### src/design/lt_err_consts.vh
// Offsets, field positions, reset values and codes for the error block
`ifndef LT_ERR_CONSTS_VH
`define LT_ERR_CONSTS_VH

// Register byte offsets
`define HDR_OFS            16'h1000
`define FLAGS_OFS          16'h1008
`define ENABLES_OFS        16'h100C

// Header contents: pointer in the upper halfword, feature id in the lower
`define NEXT_PTR_VAL       16'h0000
`define FEATURE_ID_VAL     16'h0007

// Flag and enable positions (printed bit n = vector bit 31-n)
`define ILL_REQ_BIT        5'h1B
`define ILL_RESP_BIT       5'h17
`define UNSUP_PW_BIT       5'h16

// Reset values
`define FLAGS_RST          3'h0
`define ENABLES_RST        3'h0

// Packet field codes
`define FTYPE_MAINT        4'h8
`define TTYPE_RD_REQ       4'h0
`define TTYPE_WR_REQ       4'h1
`define TTYPE_RD_RESP      4'h2
`define TTYPE_WR_RESP      4'h3
`define TTYPE_PORT_WRITE   4'h4
`define TTYPE_ILL_LO       4'h5
`define TT_ILL_A           2'h2
`define TT_ILL_B           2'h3
`define HOP_TERMINATE      8'h00

// Bus answers
`define RESP_OKAY          2'h0
`define RESP_SLVERR        2'h2

`endif

### src/design/maint_classify.v
// Classifies incoming maintenance packet headers into error events
`include "lt_err_consts.vh"

module maint_classify (
    // Clock and reset
    input  wire       aclk,
    input  wire       aresetn,
    // Packet header strobe
    input  wire       pkt_valid,
    input  wire [3:0] pkt_ftype,
    input  wire [3:0] pkt_ttype,
    input  wire [1:0] pkt_tt,
    input  wire [7:0] pkt_hop,
    // Registered error events, one-cycle pulses
    output reg        ill_req_r,
    output reg        ill_resp_r,
    output reg        unsup_pw_r
);

    wire terminating;
    wire is_request;
    wire tt_bad;

    // Only hop-count-zero maintenance reaches this layer
    assign terminating = pkt_valid && (pkt_ftype == `FTYPE_MAINT) &&
                         (pkt_hop == `HOP_TERMINATE);
    assign is_request  = (pkt_ttype == `TTYPE_RD_REQ) ||
                         (pkt_ttype == `TTYPE_WR_REQ);
    assign tt_bad      = (pkt_tt == `TT_ILL_A) || (pkt_tt == `TT_ILL_B);

    always @(posedge aclk) begin
        if (!aresetn) begin
            ill_req_r  <= 1'b0;
            ill_resp_r <= 1'b0;
            unsup_pw_r <= 1'b0;
        end else begin
            // Reserved ttype, or a request with bad transport code
            ill_req_r  <= terminating &&
                          ((pkt_ttype >= `TTYPE_ILL_LO) ||
                           (is_request && tt_bad));
            // Responses are never legal at hop zero
            ill_resp_r <= terminating &&
                          ((pkt_ttype == `TTYPE_RD_RESP) ||
                           (pkt_ttype == `TTYPE_WR_RESP));
            // Port-writes at hop zero are unsupported
            unsup_pw_r <= terminating &&
                          (pkt_ttype == `TTYPE_PORT_WRITE);
        end
    end

endmodule // maint_classify

### src/design/logical_transport_error_detect.v
// Logical/transport error detect, enable and header registers on AXI4-Lite
//
// Operation
// - The header's upper halfword is a fixed zero next-block pointer.
// - The header's lower halfword is the fixed feature id seven.
// - Hop-zero requests with bad ttype or transport code set bit 4.
// - Hop-zero maintenance responses set bit 8.
// - Hop-zero port-writes set bit 9.
// - Errors seen in one cycle set all their flags together.
// - Only hop-zero maintenance packets can raise these flags.
// - An enable decides whether its error locks and is reported.
// - Enables at bits 4, 8 and 9 are read-write, one on, reset zero.
// - Capture freezes on an enabled error, not on ordinary failures.
// - Hard reset restores all reset values; device self-reset restores only flags, enables, lock and capture.
//
// Local design decision: register access over AXI4-Lite.
`include "lt_err_consts.vh"

module logical_transport_error_detect #(
    parameter ADDR_W = 16
) (
    // Clock and reset
    input  wire              aclk,
    input  wire              aresetn,
    input  wire              self_reset,
    // AXI4-Lite write address
    input  wire [ADDR_W-1:0] awaddr,
    input  wire [2:0]        awprot,
    input  wire              awvalid,
    output reg               awready,
    // AXI4-Lite write data
    input  wire [31:0]       wdata,
    input  wire [3:0]        wstrb,
    input  wire              wvalid,
    output reg               wready,
    // AXI4-Lite write response
    output reg  [1:0]        bresp,
    output reg               bvalid,
    input  wire              bready,
    // AXI4-Lite read address
    input  wire [ADDR_W-1:0] araddr,
    input  wire [2:0]        arprot,
    input  wire              arvalid,
    output reg               arready,
    // AXI4-Lite read data
    output reg  [31:0]       rdata,
    output reg  [1:0]        rresp,
    output reg               rvalid,
    input  wire              rready,
    // Packet header strobe from the logical layer
    input  wire              pkt_valid,
    input  wire [3:0]        pkt_ftype,
    input  wire [3:0]        pkt_ttype,
    input  wire [1:0]        pkt_tt,
    input  wire [7:0]        pkt_hop,
    // Lock and report towards capture and reporting logic
    output reg               capture_load_r,
    output reg               err_locked_r
);

    localparam SEL_NONE  = 2'h0;
    localparam SEL_HDR   = 2'h1;
    localparam SEL_FLAGS = 2'h2;
    localparam SEL_EN    = 2'h3;
    localparam NFIELD    = 3;

    // Address decode shared by the read and write paths
    function [1:0] reg_sel;
        input [ADDR_W-1:0] addr;
        reg   [15:0]       word;
        begin
            word = {addr[15:2], 2'b00};
            if (word == `HDR_OFS) begin
                reg_sel = SEL_HDR;
            end else if (word == `FLAGS_OFS) begin
                reg_sel = SEL_FLAGS;
            end else if (word == `ENABLES_OFS) begin
                reg_sel = SEL_EN;
            end else begin
                reg_sel = SEL_NONE;
            end
        end
    endfunction

    // Expand a three-bit field set into its word positions
    function [31:0] place3;
        input [2:0] v;
        begin
            place3                = 32'h00000000;
            place3[`ILL_REQ_BIT]  = v[0];
            place3[`ILL_RESP_BIT] = v[1];
            place3[`UNSUP_PW_BIT] = v[2];
        end
    endfunction

    // Byte lane strobe that covers a given word bit
    function lane_on;
        input [3:0] strb;
        input [4:0] bitpos;
        begin
            lane_on = strb[bitpos[4:3]];
        end
    endfunction

    // Word position of field idx: request, response, port-write
    function [4:0] field_pos;
        input integer idx;
        begin
            if (idx == 0) begin
                field_pos = `ILL_REQ_BIT;
            end else if (idx == 1) begin
                field_pos = `ILL_RESP_BIT;
            end else begin
                field_pos = `UNSUP_PW_BIT;
            end
        end
    endfunction

    // Pulses from the packet classifier
    wire ill_req_ev;
    wire ill_resp_ev;
    wire unsup_pw_ev;

    maint_classify u_classify (
        .aclk       (aclk),
        .aresetn    (aresetn),
        .pkt_valid  (pkt_valid),
        .pkt_ftype  (pkt_ftype),
        .pkt_ttype  (pkt_ttype),
        .pkt_tt     (pkt_tt),
        .pkt_hop    (pkt_hop),
        .ill_req_r  (ill_req_ev),
        .ill_resp_r (ill_resp_ev),
        .unsup_pw_r (unsup_pw_ev)
    );

    // Write channel holding registers
    reg  [ADDR_W-1:0] awaddr_r;
    reg               aw_held_r;
    reg  [31:0]       wdata_r;
    reg  [3:0]        wstrb_r;
    reg               w_held_r;

    // Block state
    reg  [2:0]        flags_r;
    reg  [2:0]        flags_nxt;
    reg  [2:0]        enables_r;
    reg  [2:0]        enables_nxt;

    wire              do_write;
    wire [1:0]        wr_sel;
    wire [2:0]        ev_vec;
    wire [2:0]        lane_vec;
    wire [2:0]        wbit_vec;
    wire [2:0]        clr_vec;
    wire [2:0]        set_vec;
    wire              flags_write;
    wire              allow_set;
    wire              dev_reset;
    wire              aw_take;
    wire              w_take;
    wire              b_done;
    wire              ar_take;
    wire              r_done;

    assign dev_reset = !aresetn || self_reset;

    // Channel handshakes, one item per valid and ready edge
    assign aw_take = awvalid && awready;
    assign w_take  = wvalid && wready;
    assign b_done  = bvalid && bready;
    assign ar_take = arvalid && arready;
    assign r_done  = rvalid && rready;

    // Write commits once both address and data are held
    assign do_write    = aw_held_r && w_held_r && !bvalid;
    assign wr_sel      = reg_sel(awaddr_r);
    assign flags_write = do_write && (wr_sel == SEL_FLAGS);

    assign ev_vec   = {unsup_pw_ev, ill_resp_ev, ill_req_ev};
    // Strobe lane and written bit of each field
    genvar gi;
    generate
        for (gi = 0; gi < NFIELD; gi = gi + 1) begin : g_field
            assign lane_vec[gi] = lane_on(wstrb_r, field_pos(gi));
            assign wbit_vec[gi] = wdata_r[field_pos(gi)];
        end
    endgenerate

    // Writing zero clears, writing one leaves the flag alone
    assign clr_vec = {3{flags_write}} & lane_vec & ~wbit_vec;

    // Disabled conditions neither set, lock nor report
    assign set_vec = ev_vec & enables_r;

    // While locked, new errors are dropped until every flag is cleared; an error
    // in the cycle that clears the last one still lands, so the capture
    // contents never change under a partial clear
    assign allow_set = !err_locked_r || ((flags_r & ~clr_vec) == 3'h0);

    always @* begin
        flags_nxt = (flags_r & ~clr_vec) |
                    (set_vec & {3{allow_set}});
        enables_nxt = enables_r;
        if (do_write && (wr_sel == SEL_EN)) begin
            // Only the three enable bits are stored
            if (lane_vec[0]) begin
                enables_nxt[0] = wbit_vec[0];
            end
            if (lane_vec[1]) begin
                enables_nxt[1] = wbit_vec[1];
            end
            if (lane_vec[2]) begin
                enables_nxt[2] = wbit_vec[2];
            end
        end
    end

    // Detect flags
    always @(posedge aclk) begin
        if (dev_reset) begin
            flags_r <= `FLAGS_RST;
        end else begin
            flags_r <= flags_nxt;
        end
    end

    // Enables
    always @(posedge aclk) begin
        if (dev_reset) begin
            enables_r <= `ENABLES_RST;
        end else begin
            enables_r <= enables_nxt;
        end
    end

    // Lock level and capture strobe
    always @(posedge aclk) begin
        if (dev_reset) begin
            err_locked_r   <= 1'b0;
            capture_load_r <= 1'b0;
        end else begin
            err_locked_r   <= |flags_nxt;
            // Capture takes the packet while unlocked or in the cycle that clears the last flag
            capture_load_r <= |(set_vec & {3{allow_set}});
        end
    end

    // Write address, held until its response is taken
    always @(posedge aclk) begin
        if (!aresetn) begin
            awready   <= 1'b1;
            aw_held_r <= 1'b0;
            awaddr_r  <= {ADDR_W{1'b0}};
        end else if (aw_take) begin
            awaddr_r  <= awaddr;
            aw_held_r <= 1'b1;
            awready   <= 1'b0;
        end else if (b_done) begin
            aw_held_r <= 1'b0;
            awready   <= 1'b1;
        end
    end

    // Write data, taken before or after the address
    always @(posedge aclk) begin
        if (!aresetn) begin
            wready   <= 1'b1;
            w_held_r <= 1'b0;
            wdata_r  <= 32'h00000000;
            wstrb_r  <= 4'h0;
        end else if (w_take) begin
            wdata_r  <= wdata;
            wstrb_r  <= wstrb;
            w_held_r <= 1'b1;
            wready   <= 1'b0;
        end else if (b_done) begin
            w_held_r <= 1'b0;
            wready   <= 1'b1;
        end
    end

    // Write response once both halves are in
    always @(posedge aclk) begin
        if (!aresetn) begin
            bvalid <= 1'b0;
            bresp  <= `RESP_OKAY;
        end else if (do_write) begin
            bvalid <= 1'b1;
            // Header is read-only but mapped, so writes are harmless
            if (wr_sel == SEL_NONE) begin
                bresp <= `RESP_SLVERR;
            end else begin
                bresp <= `RESP_OKAY;
            end
        end else if (b_done) begin
            bvalid <= 1'b0;
        end
    end

    // Read data for a decoded register
    reg [31:0] rd_word;
    reg [1:0]  rd_sel;

    always @* begin
        rd_sel  = reg_sel(araddr);
        rd_word = 32'h00000000;
        if (rd_sel == SEL_HDR) begin
            rd_word = {`NEXT_PTR_VAL, `FEATURE_ID_VAL};
        end else if (rd_sel == SEL_FLAGS) begin
            rd_word = place3(flags_r);
        end else if (rd_sel == SEL_EN) begin
            rd_word = place3(enables_r);
        end
    end

    // Read address: one read outstanding
    always @(posedge aclk) begin
        if (!aresetn) begin
            arready <= 1'b1;
        end else if (ar_take) begin
            arready <= 1'b0;
        end else if (r_done) begin
            arready <= 1'b1;
        end
    end

    // Read data, answered one edge after the address is taken
    always @(posedge aclk) begin
        if (!aresetn) begin
            rvalid <= 1'b0;
            rdata  <= 32'h00000000;
            rresp  <= `RESP_OKAY;
        end else if (ar_take) begin
            rvalid <= 1'b1;
            rdata  <= rd_word;
            if (rd_sel == SEL_NONE) begin
                rresp <= `RESP_SLVERR;
            end else begin
                rresp <= `RESP_OKAY;
            end
        end else if (r_done) begin
            rvalid <= 1'b0;
        end
    end

endmodule // logical_transport_error_detect

### config.mk
export PLATFORM = sky130hd
export DESIGN_NAME = logical_transport_error_detect
export DESIGN_NICKNAME = d
export VERILOG_FILES = /design/src/design/maint_classify.v /design/src/design/logical_transport_error_detect.v
export VERILOG_INCLUDE_DIRS = /design/src /design/src/design
export SDC_FILE = /design/constraint.sdc
export NUM_CORES = 1
export LEC_CHECK = 0
export BUFFER_PORTS_ARGS = -buffer_cell sky130_fd_sc_hd__buf_4
export CORE_MARGIN = 5
export CORE_UTILIZATION = 44
export CTS_CLUSTER_DIAMETER = 60
export DETAILED_ROUTE_END_ITERATION = 8
export GPL_ROUTABILITY_DRIVEN = 1
export PLACE_DENSITY = 0.95
export SLEW_MARGIN = 20
export SYNTH_ARGS = -nofsm -noshare
export SYNTH_HDL_FRONTEND = slang
export SYNTH_SLANG_ARGS = --single-unit
### constraint.sdc
create_clock -name aclk -period 3.6 [get_ports aclk]
set_input_delay 0.72 -clock aclk [delete_from_list [all_inputs] [get_ports aclk]]
set_output_delay 0.72 -clock aclk [all_outputs]
set_load 0.1 [all_outputs]
### After elaboration in Yosys (flattened, before gate mapping)

Cells that the tools add are included.

* bits in registers: 102
* bits in latches: 0
* memory bits (writable): 0
* memory bits (read-only): 0
* input port bits: 101
* output and inout port bits: 43
* word-level logic and storage cells: 107
* memories: 0

* add/sub/neg operators: 0
* multiply operators: 0
* div/mod/pow operators: 0
* order comparisons: 1
* equality and inequality tests: 18
* shifts and indexed selects: 0
* mux-type cells: 22
* bitwise gates (word level): 8
* reduce and logical (&&, ||, !) cells: 37

Operator list (count)
* $eq 14x11->1 const B: 6
* $mux 28: 3
* $mux 2: 8
* $and 3x3->3: 5
* $logic_and 1x1->1: 15
* $eq 2x2->1 const B: 6
* $mux 1: 11
* $eq 4x2->1 const B: 2
* $logic_not 8->1: 1
* $reduce_bool 2->1: 4
* $logic_or 1x1->1: 6
* $not 3->3: 2
* $reduce_or 3->1: 2
* $eq 4x1->1 const B: 1
* $eq 4x3->1 const B: 1
* $eq 4x4->1 const B: 1
* $ge 4x3->1 const B: 1
* $logic_not 2->1: 2
* $logic_not 4->1: 1
* $reduce_and 2->1: 2
* $logic_not 1->1: 3
* $logic_not 3->1: 1
* $or 3x3->3: 1
* $eq 2x1->1 const B: 1

### Logic depth before layout (Yosys ltp)

* depth in word-level cells: 15
* gate-level depth with buffers: 6
* mapped depth without buffers: 6

### Hierarchy

Synthesis repeated with hierarchy kept, for this count alone.

* cells, all modules: 238
* area, all modules: 2130.8 um^2

Modules (own cells, without submodules)
* logical_transport_error_detect: instances 1, cells each 221, area an instance 1941.9 um^2, seq. area each 800.8 um^2
* maint_classify: instances 1, cells each 17, area an instance 188.9 um^2, seq. area each 60.1 um^2

### Worst setup path after synthesis

No wires, ideal clock.

* kind: flip-flop to flip-flop
* start point: register bvalid
* end point: register err_locked_r
* setup time: 0.128 ns
* data arrival time: 2.378 ns
* data required time: 3.472 ns
* setup slack: 1.094 ns
* stages on the path, launching flop included: 7
* period minus slack after synthesis: 2.506 ns
* cell sequence: dfxtp_1 -> nand4b_1 -> or4_4 -> or4_1 -> a221o_1 -> nand2_1 -> o211ai_2

* longest elaborated chain between the ends: 12

Ends and longest elaborated chain
* start: declaration: RTL line logical_transport_error_detect.v:38 `output reg bvalid,`
* start signal: assignment: RTL line logical_transport_error_detect.v:286 `bvalid <= 1'b0;`
* start signal: assignment: RTL line logical_transport_error_detect.v:289 `bvalid <= 1'b1;`
* start signal: assignment: RTL line logical_transport_error_detect.v:297 `bvalid <= 1'b0;`
* $logic_not 1->1 (*): RTL line logical_transport_error_detect.v:176 `assign do_write = aw_held_r && w_held_r && !bvalid;`
* $logic_and 1x1->1 (*): RTL line logical_transport_error_detect.v:176
* $logic_and 1x1->1 (*): RTL line logical_transport_error_detect.v:178 `assign flags_write = do_write && (wr_sel == SEL_FLAGS);`
* $and 3x3->3 (*) (2 in a row): RTL line logical_transport_error_detect.v:191 `assign clr_vec = {3{flags_write}} & lane_vec & ~wbit_vec;`
* $not 3->3 (*): RTL line logical_transport_error_detect.v:199, logical_transport_error_detect.v:202
* $and 3x3->3 (*): RTL line logical_transport_error_detect.v:199, logical_transport_error_detect.v:202
* $logic_not 3->1: RTL line logical_transport_error_detect.v:199 `assign allow_set = !err_locked_r || ((flags_r & ~clr_vec) == 3'h0);`
* $logic_or 1x1->1: RTL line logical_transport_error_detect.v:199
* $and 3x3->3: RTL line logical_transport_error_detect.v:203 `(set_vec & {3{allow_set}});`
* $or 3x3->3 (*): RTL line logical_transport_error_detect.v:202 `flags_nxt = (flags_r & ~clr_vec) |`
* $reduce_or 3->1 (*): RTL line logical_transport_error_detect.v:243 `err_locked_r <= |flags_nxt;`
* end signal: assignment: RTL line logical_transport_error_detect.v:243
* end: declaration: RTL line logical_transport_error_detect.v:58 `output reg err_locked_r`

Mark *: on every way between the ends. The rest lies on a longest branch, timed or not.
A chain may end at the register's enable or synchronous reset.

### Worst setup path after layout

* start point: register awaddr_r[15]
* end point: register err_locked_r

* longest elaborated chain between the ends: 15
* elaborated cells on any way between the ends: 17
* classes of those cells: 4 x eq/ne; 3 x mux; 6 x bitwise; 4 x reduce/logical

Ends and longest elaborated chain
* start: declaration: RTL line logical_transport_error_detect.v:138 `reg [ADDR_W-1:0] awaddr_r;`
* start signal: assignment: RTL line logical_transport_error_detect.v:254 `awaddr_r <= {ADDR_W{1'b0}};`
* start signal: assignment: RTL line logical_transport_error_detect.v:256 `awaddr_r <= awaddr;`
* $eq 14x11->1 (no line)
* $mux 2: RTL line logical_transport_error_detect.v:77 `` end else if (word == `ENABLES_OFS) begin ``
* $mux 2: RTL line logical_transport_error_detect.v:75 `` end else if (word == `FLAGS_OFS) begin ``
* $mux 2 (*): RTL line logical_transport_error_detect.v:73 `` if (word == `HDR_OFS) begin ``
* $eq 2x2->1 (*): RTL line logical_transport_error_detect.v:178
* $logic_and 1x1->1 (*): RTL line logical_transport_error_detect.v:178
* $and 3x3->3 (*) (2 in a row): RTL line logical_transport_error_detect.v:191
* $not 3->3 (*): RTL line logical_transport_error_detect.v:199, logical_transport_error_detect.v:202
* $and 3x3->3 (*): RTL line logical_transport_error_detect.v:199, logical_transport_error_detect.v:202
* $logic_not 3->1: RTL line logical_transport_error_detect.v:199
* $logic_or 1x1->1: RTL line logical_transport_error_detect.v:199
* $and 3x3->3: RTL line logical_transport_error_detect.v:203
* $or 3x3->3 (*): RTL line logical_transport_error_detect.v:202
* $reduce_or 3->1 (*): RTL line logical_transport_error_detect.v:243

Marks and branches as above.

==> impl_metrics.csv <==
group,metric,value,unit
logic_synthesis,yosys.area.top_type_share,0.423,
timing,skew,8.51,ps
finish,diodes,0,
floorplanning,coreArea,4410,um^2
logic_synthesis,yosysSeqAreaShare,0.423,
finish,drive_gt1_frac,0.275,
placed_design,place_congestion,0.765,
timing,max_slew_margin,0.512,
logic_synthesis,synth_edf_count,0,
logic_synthesis,synthMostInstantiatedCell,"nand2_1",
setup_path,cp_max_fo,4,
drt,dr.pass1.iters,4,
timing,whs,466,ps
clock_tree,cts.clk_slew.worst_paths,80,ps
setup_path,ff2ff_path_depth,6,
run,cap_violations,0,
setup_path,r2r-end,"err_locked_r$_SDFF_PP0_",
clock_tree,clkLatencyLatePin,300,ps
clock_tree,cts.sinks,43,
pwr,vdd_drop_max,0.169,mV
logic_synthesis,synth_area,2030,um^2
drt,wl_per_cell,12.5,um
timing,fmax,0.382,GHz
logic_synthesis,ys_ff_latch,43,
clock_tree,post-cts-setup-buffers,0,
timing,tns,0,ps
pwr,power_density,453,nW/um^2
min_path,hold_start,"awaddr_r[11]$_SDFFE_PN0P_",
placed_design,port_buffers,73,
setup_path,cp.required,3820,ps
setup_path,startpoint_type,"flip-flop",
logic_synthesis,netlist_top_cells_area,"dfxtp_1 (42%), buf_4 (11%), nand2_1 (10%), a21boi_0 (7.8%), mux2i_1 (3.0%)",
timing,worst_slew_pin_slew,723,ps
floorplanning,fp.dieW,78.0,um
drt,routed_wl,4570,um
drt,vias_per_cell,4.98,
floorplanning,die_h,78.0,um
clock_tree,cts.htree.levels,2,
logic_synthesis,yosys.area.top_type,"dfxtp_1",
drt,vias,1817,
logic_synthesis,syn_area_per_cell,8.37,um^2
min_path,hp-class,"flip-flop to flip-flop",
timing,rsz0062_at_grt,"false",
placed_design,hpwl,3680,um
floorplanning,die-area,6080,um^2
setup_path,arrival,2840,ps
setup_path,crit_path_end_kind,"flip-flop",
timing,drv_slew,0,
timing,hold_violations,0,
pwr,p_total,1.18,mW
clock_tree,cts_root_buffer,"clkbuf_8",
clock_tree,ctsLongestPathBuffers,2,
logic_synthesis,ys_async_sr_fraction,0,
placed_design,dp.cells,357,
logic_synthesis,ys_top_cells_by_count,"nand2_1 (56), dfxtp_1 (43), buf_4 (30)",
timing,fin_crit,2620,ps
global_route,grt_pass1_vias,1750,
setup_path,crit_start,"awaddr_r[15]$_SDFFE_PN0P_",
setup_path,timing_worst_setup_path_type,"flip-flop to flip-flop",
setup_path,critPathCapture,"err_locked_r$_SDFF_PP0_",
status,status,"finished, final reports clean",
clock_tree,postCtsResizedCells,0,
drt,ant_nets,0,
global_route,grt_max_degree,35,
drt,dr.first_iter.drc_count,89,
floorplanning,num_rows,24,
finish,nets,413,
logic_synthesis,synthDistinctLibCells,35,
floorplanning,io_pins,144,
global_route,grt_remaining_overflow,0,
global_route,grt_pass1_wl,7300,um
drt,drc,0,
logic_synthesis,yosys_warnings,0,
clock_tree,cts_tree,"built",
finish,syn_to_final_growth,28.4,%
timing,setup_viol,0,
global_route,antenna_found_initial,0,
finish,final_cells,365,
floorplanning,start_util,0.461,
clock_tree,ctsHoldBuffers,0,
pwr,p_leak,1.16,nW
setup_path,reg2reg_slack,980,ps
finish,final_util,0.591,
logic_synthesis,ys.flop_type,"dfxtp_1",
setup_path,r2r_start,"awaddr_r[15]$_SDFFE_PN0P_",
global_route,grt_usage,0.146,
logic_synthesis,synthCells,243,
clock_tree,cts_buffers,5,
timing,period_share,0.728,
[layer usage]
layer | part of all wire | GRT usage | vias up
li1 | - | - | 903
met1 | 0.37 | 0.155 | 818
met2 | 0.47 | 0.251 | 88
met3 | 0.14 | 0.0660 | 8
met4 | 0.018 | 0.0608 | 0
met5 | 0 | 0 | -
[layout make-up]
class	instances	area, um^2
clock buffer	6	82.6
clock inverter	2	35.0
fill	395	1800
inverter	6	22.5
multi-input combinational	183	996
sequential	43	861
tap	52	65.1
timing repair buffer	73	548
[cells by family after synthesis]
group,synth area share
AO/OA/AOI/OAI,0.172
buffers and inverters,0.137
flip-flops,0.423
multiplexers,0.0295
other,0.00184
AND/OR/NAND/NOR,0.236
[metrics by stage]
stage          setup WS (ps)  area, um^2
3_5_place_dp            1030        2490
6_report                 981        2610
2_1_floorplan           1090        2130
3_3_place_gp            1120        2490
5_1_grt                  860        2610
4_1_cts                 1010        2610
[power by group]
| part | switching (mW) | internal (mW) |
|---|---|---|
| logic | 0.217 | 0.0701 |
| clock network | 0.160 | 0.224 |
| registers | 0.0149 | 0.496 |
| total | 0.391 | 0.790 |
[worst max-delay path, cell delays in order, from the launching register on]
cell      delay [ps]
dfxtp_1          320
or4_1            570
or4_4            570
o41ai_1          620
a21oi_1          130
o21a_1           220
o211ai_2         120
[worst min path at each step]
stage | endpoint | slack (ps) | cells after the start
3_3_place_gp | awaddr_r[12]$_SDFFE_PN0P_ | 450 | 2
6_report | awaddr_r[11]$_SDFFE_PN0P_ | 470 | 2
2_1_floorplan | awaddr_r[14]$_SDFFE_PN0P_ | 440 | 2
5_1_grt | awaddr_r[4]$_SDFFE_PN0P_ | 490 | 2
4_1_cts | awaddr_r[12]$_SDFFE_PN0P_ | 470 | 2
3_5_place_dp | awaddr_r[8]$_SDFFE_PN0P_ | 460 | 2
[registers in the layout, indices dropped and copies added, names as in the netlist, 2 cells and up]
| register | flops |
|---|---|
| enables_r | 3 |
| wstrb_r | 2 |
| wdata_r | 3 |
| rdata | 4 |
| flags_r | 3 |
| awaddr_r | 14 |
[placed cells by master (no fill, tap or decap), types with 2 or more instances in the layout]
cell type and count:
buf_4 73, nand2_1 56, dfxtp_1 43, conb_1 28, a21boi_0 21, nor2_1 10
a21oi_1 8, o21ai_0 8, inv_1 6, mux2i_1 6, clkbuf_8 6, and2_1 5
nand2b_1 4, nor2b_1 4, nor3_1 3, nor4_1 3, nor4b_1 3, or4_4 2
or4_1 2, o41ai_1 2, and4_1 2, o21a_1 2, a31oi_1 2, nand3_1 2
Note: power is estimated with default switching activity, not from simulation.
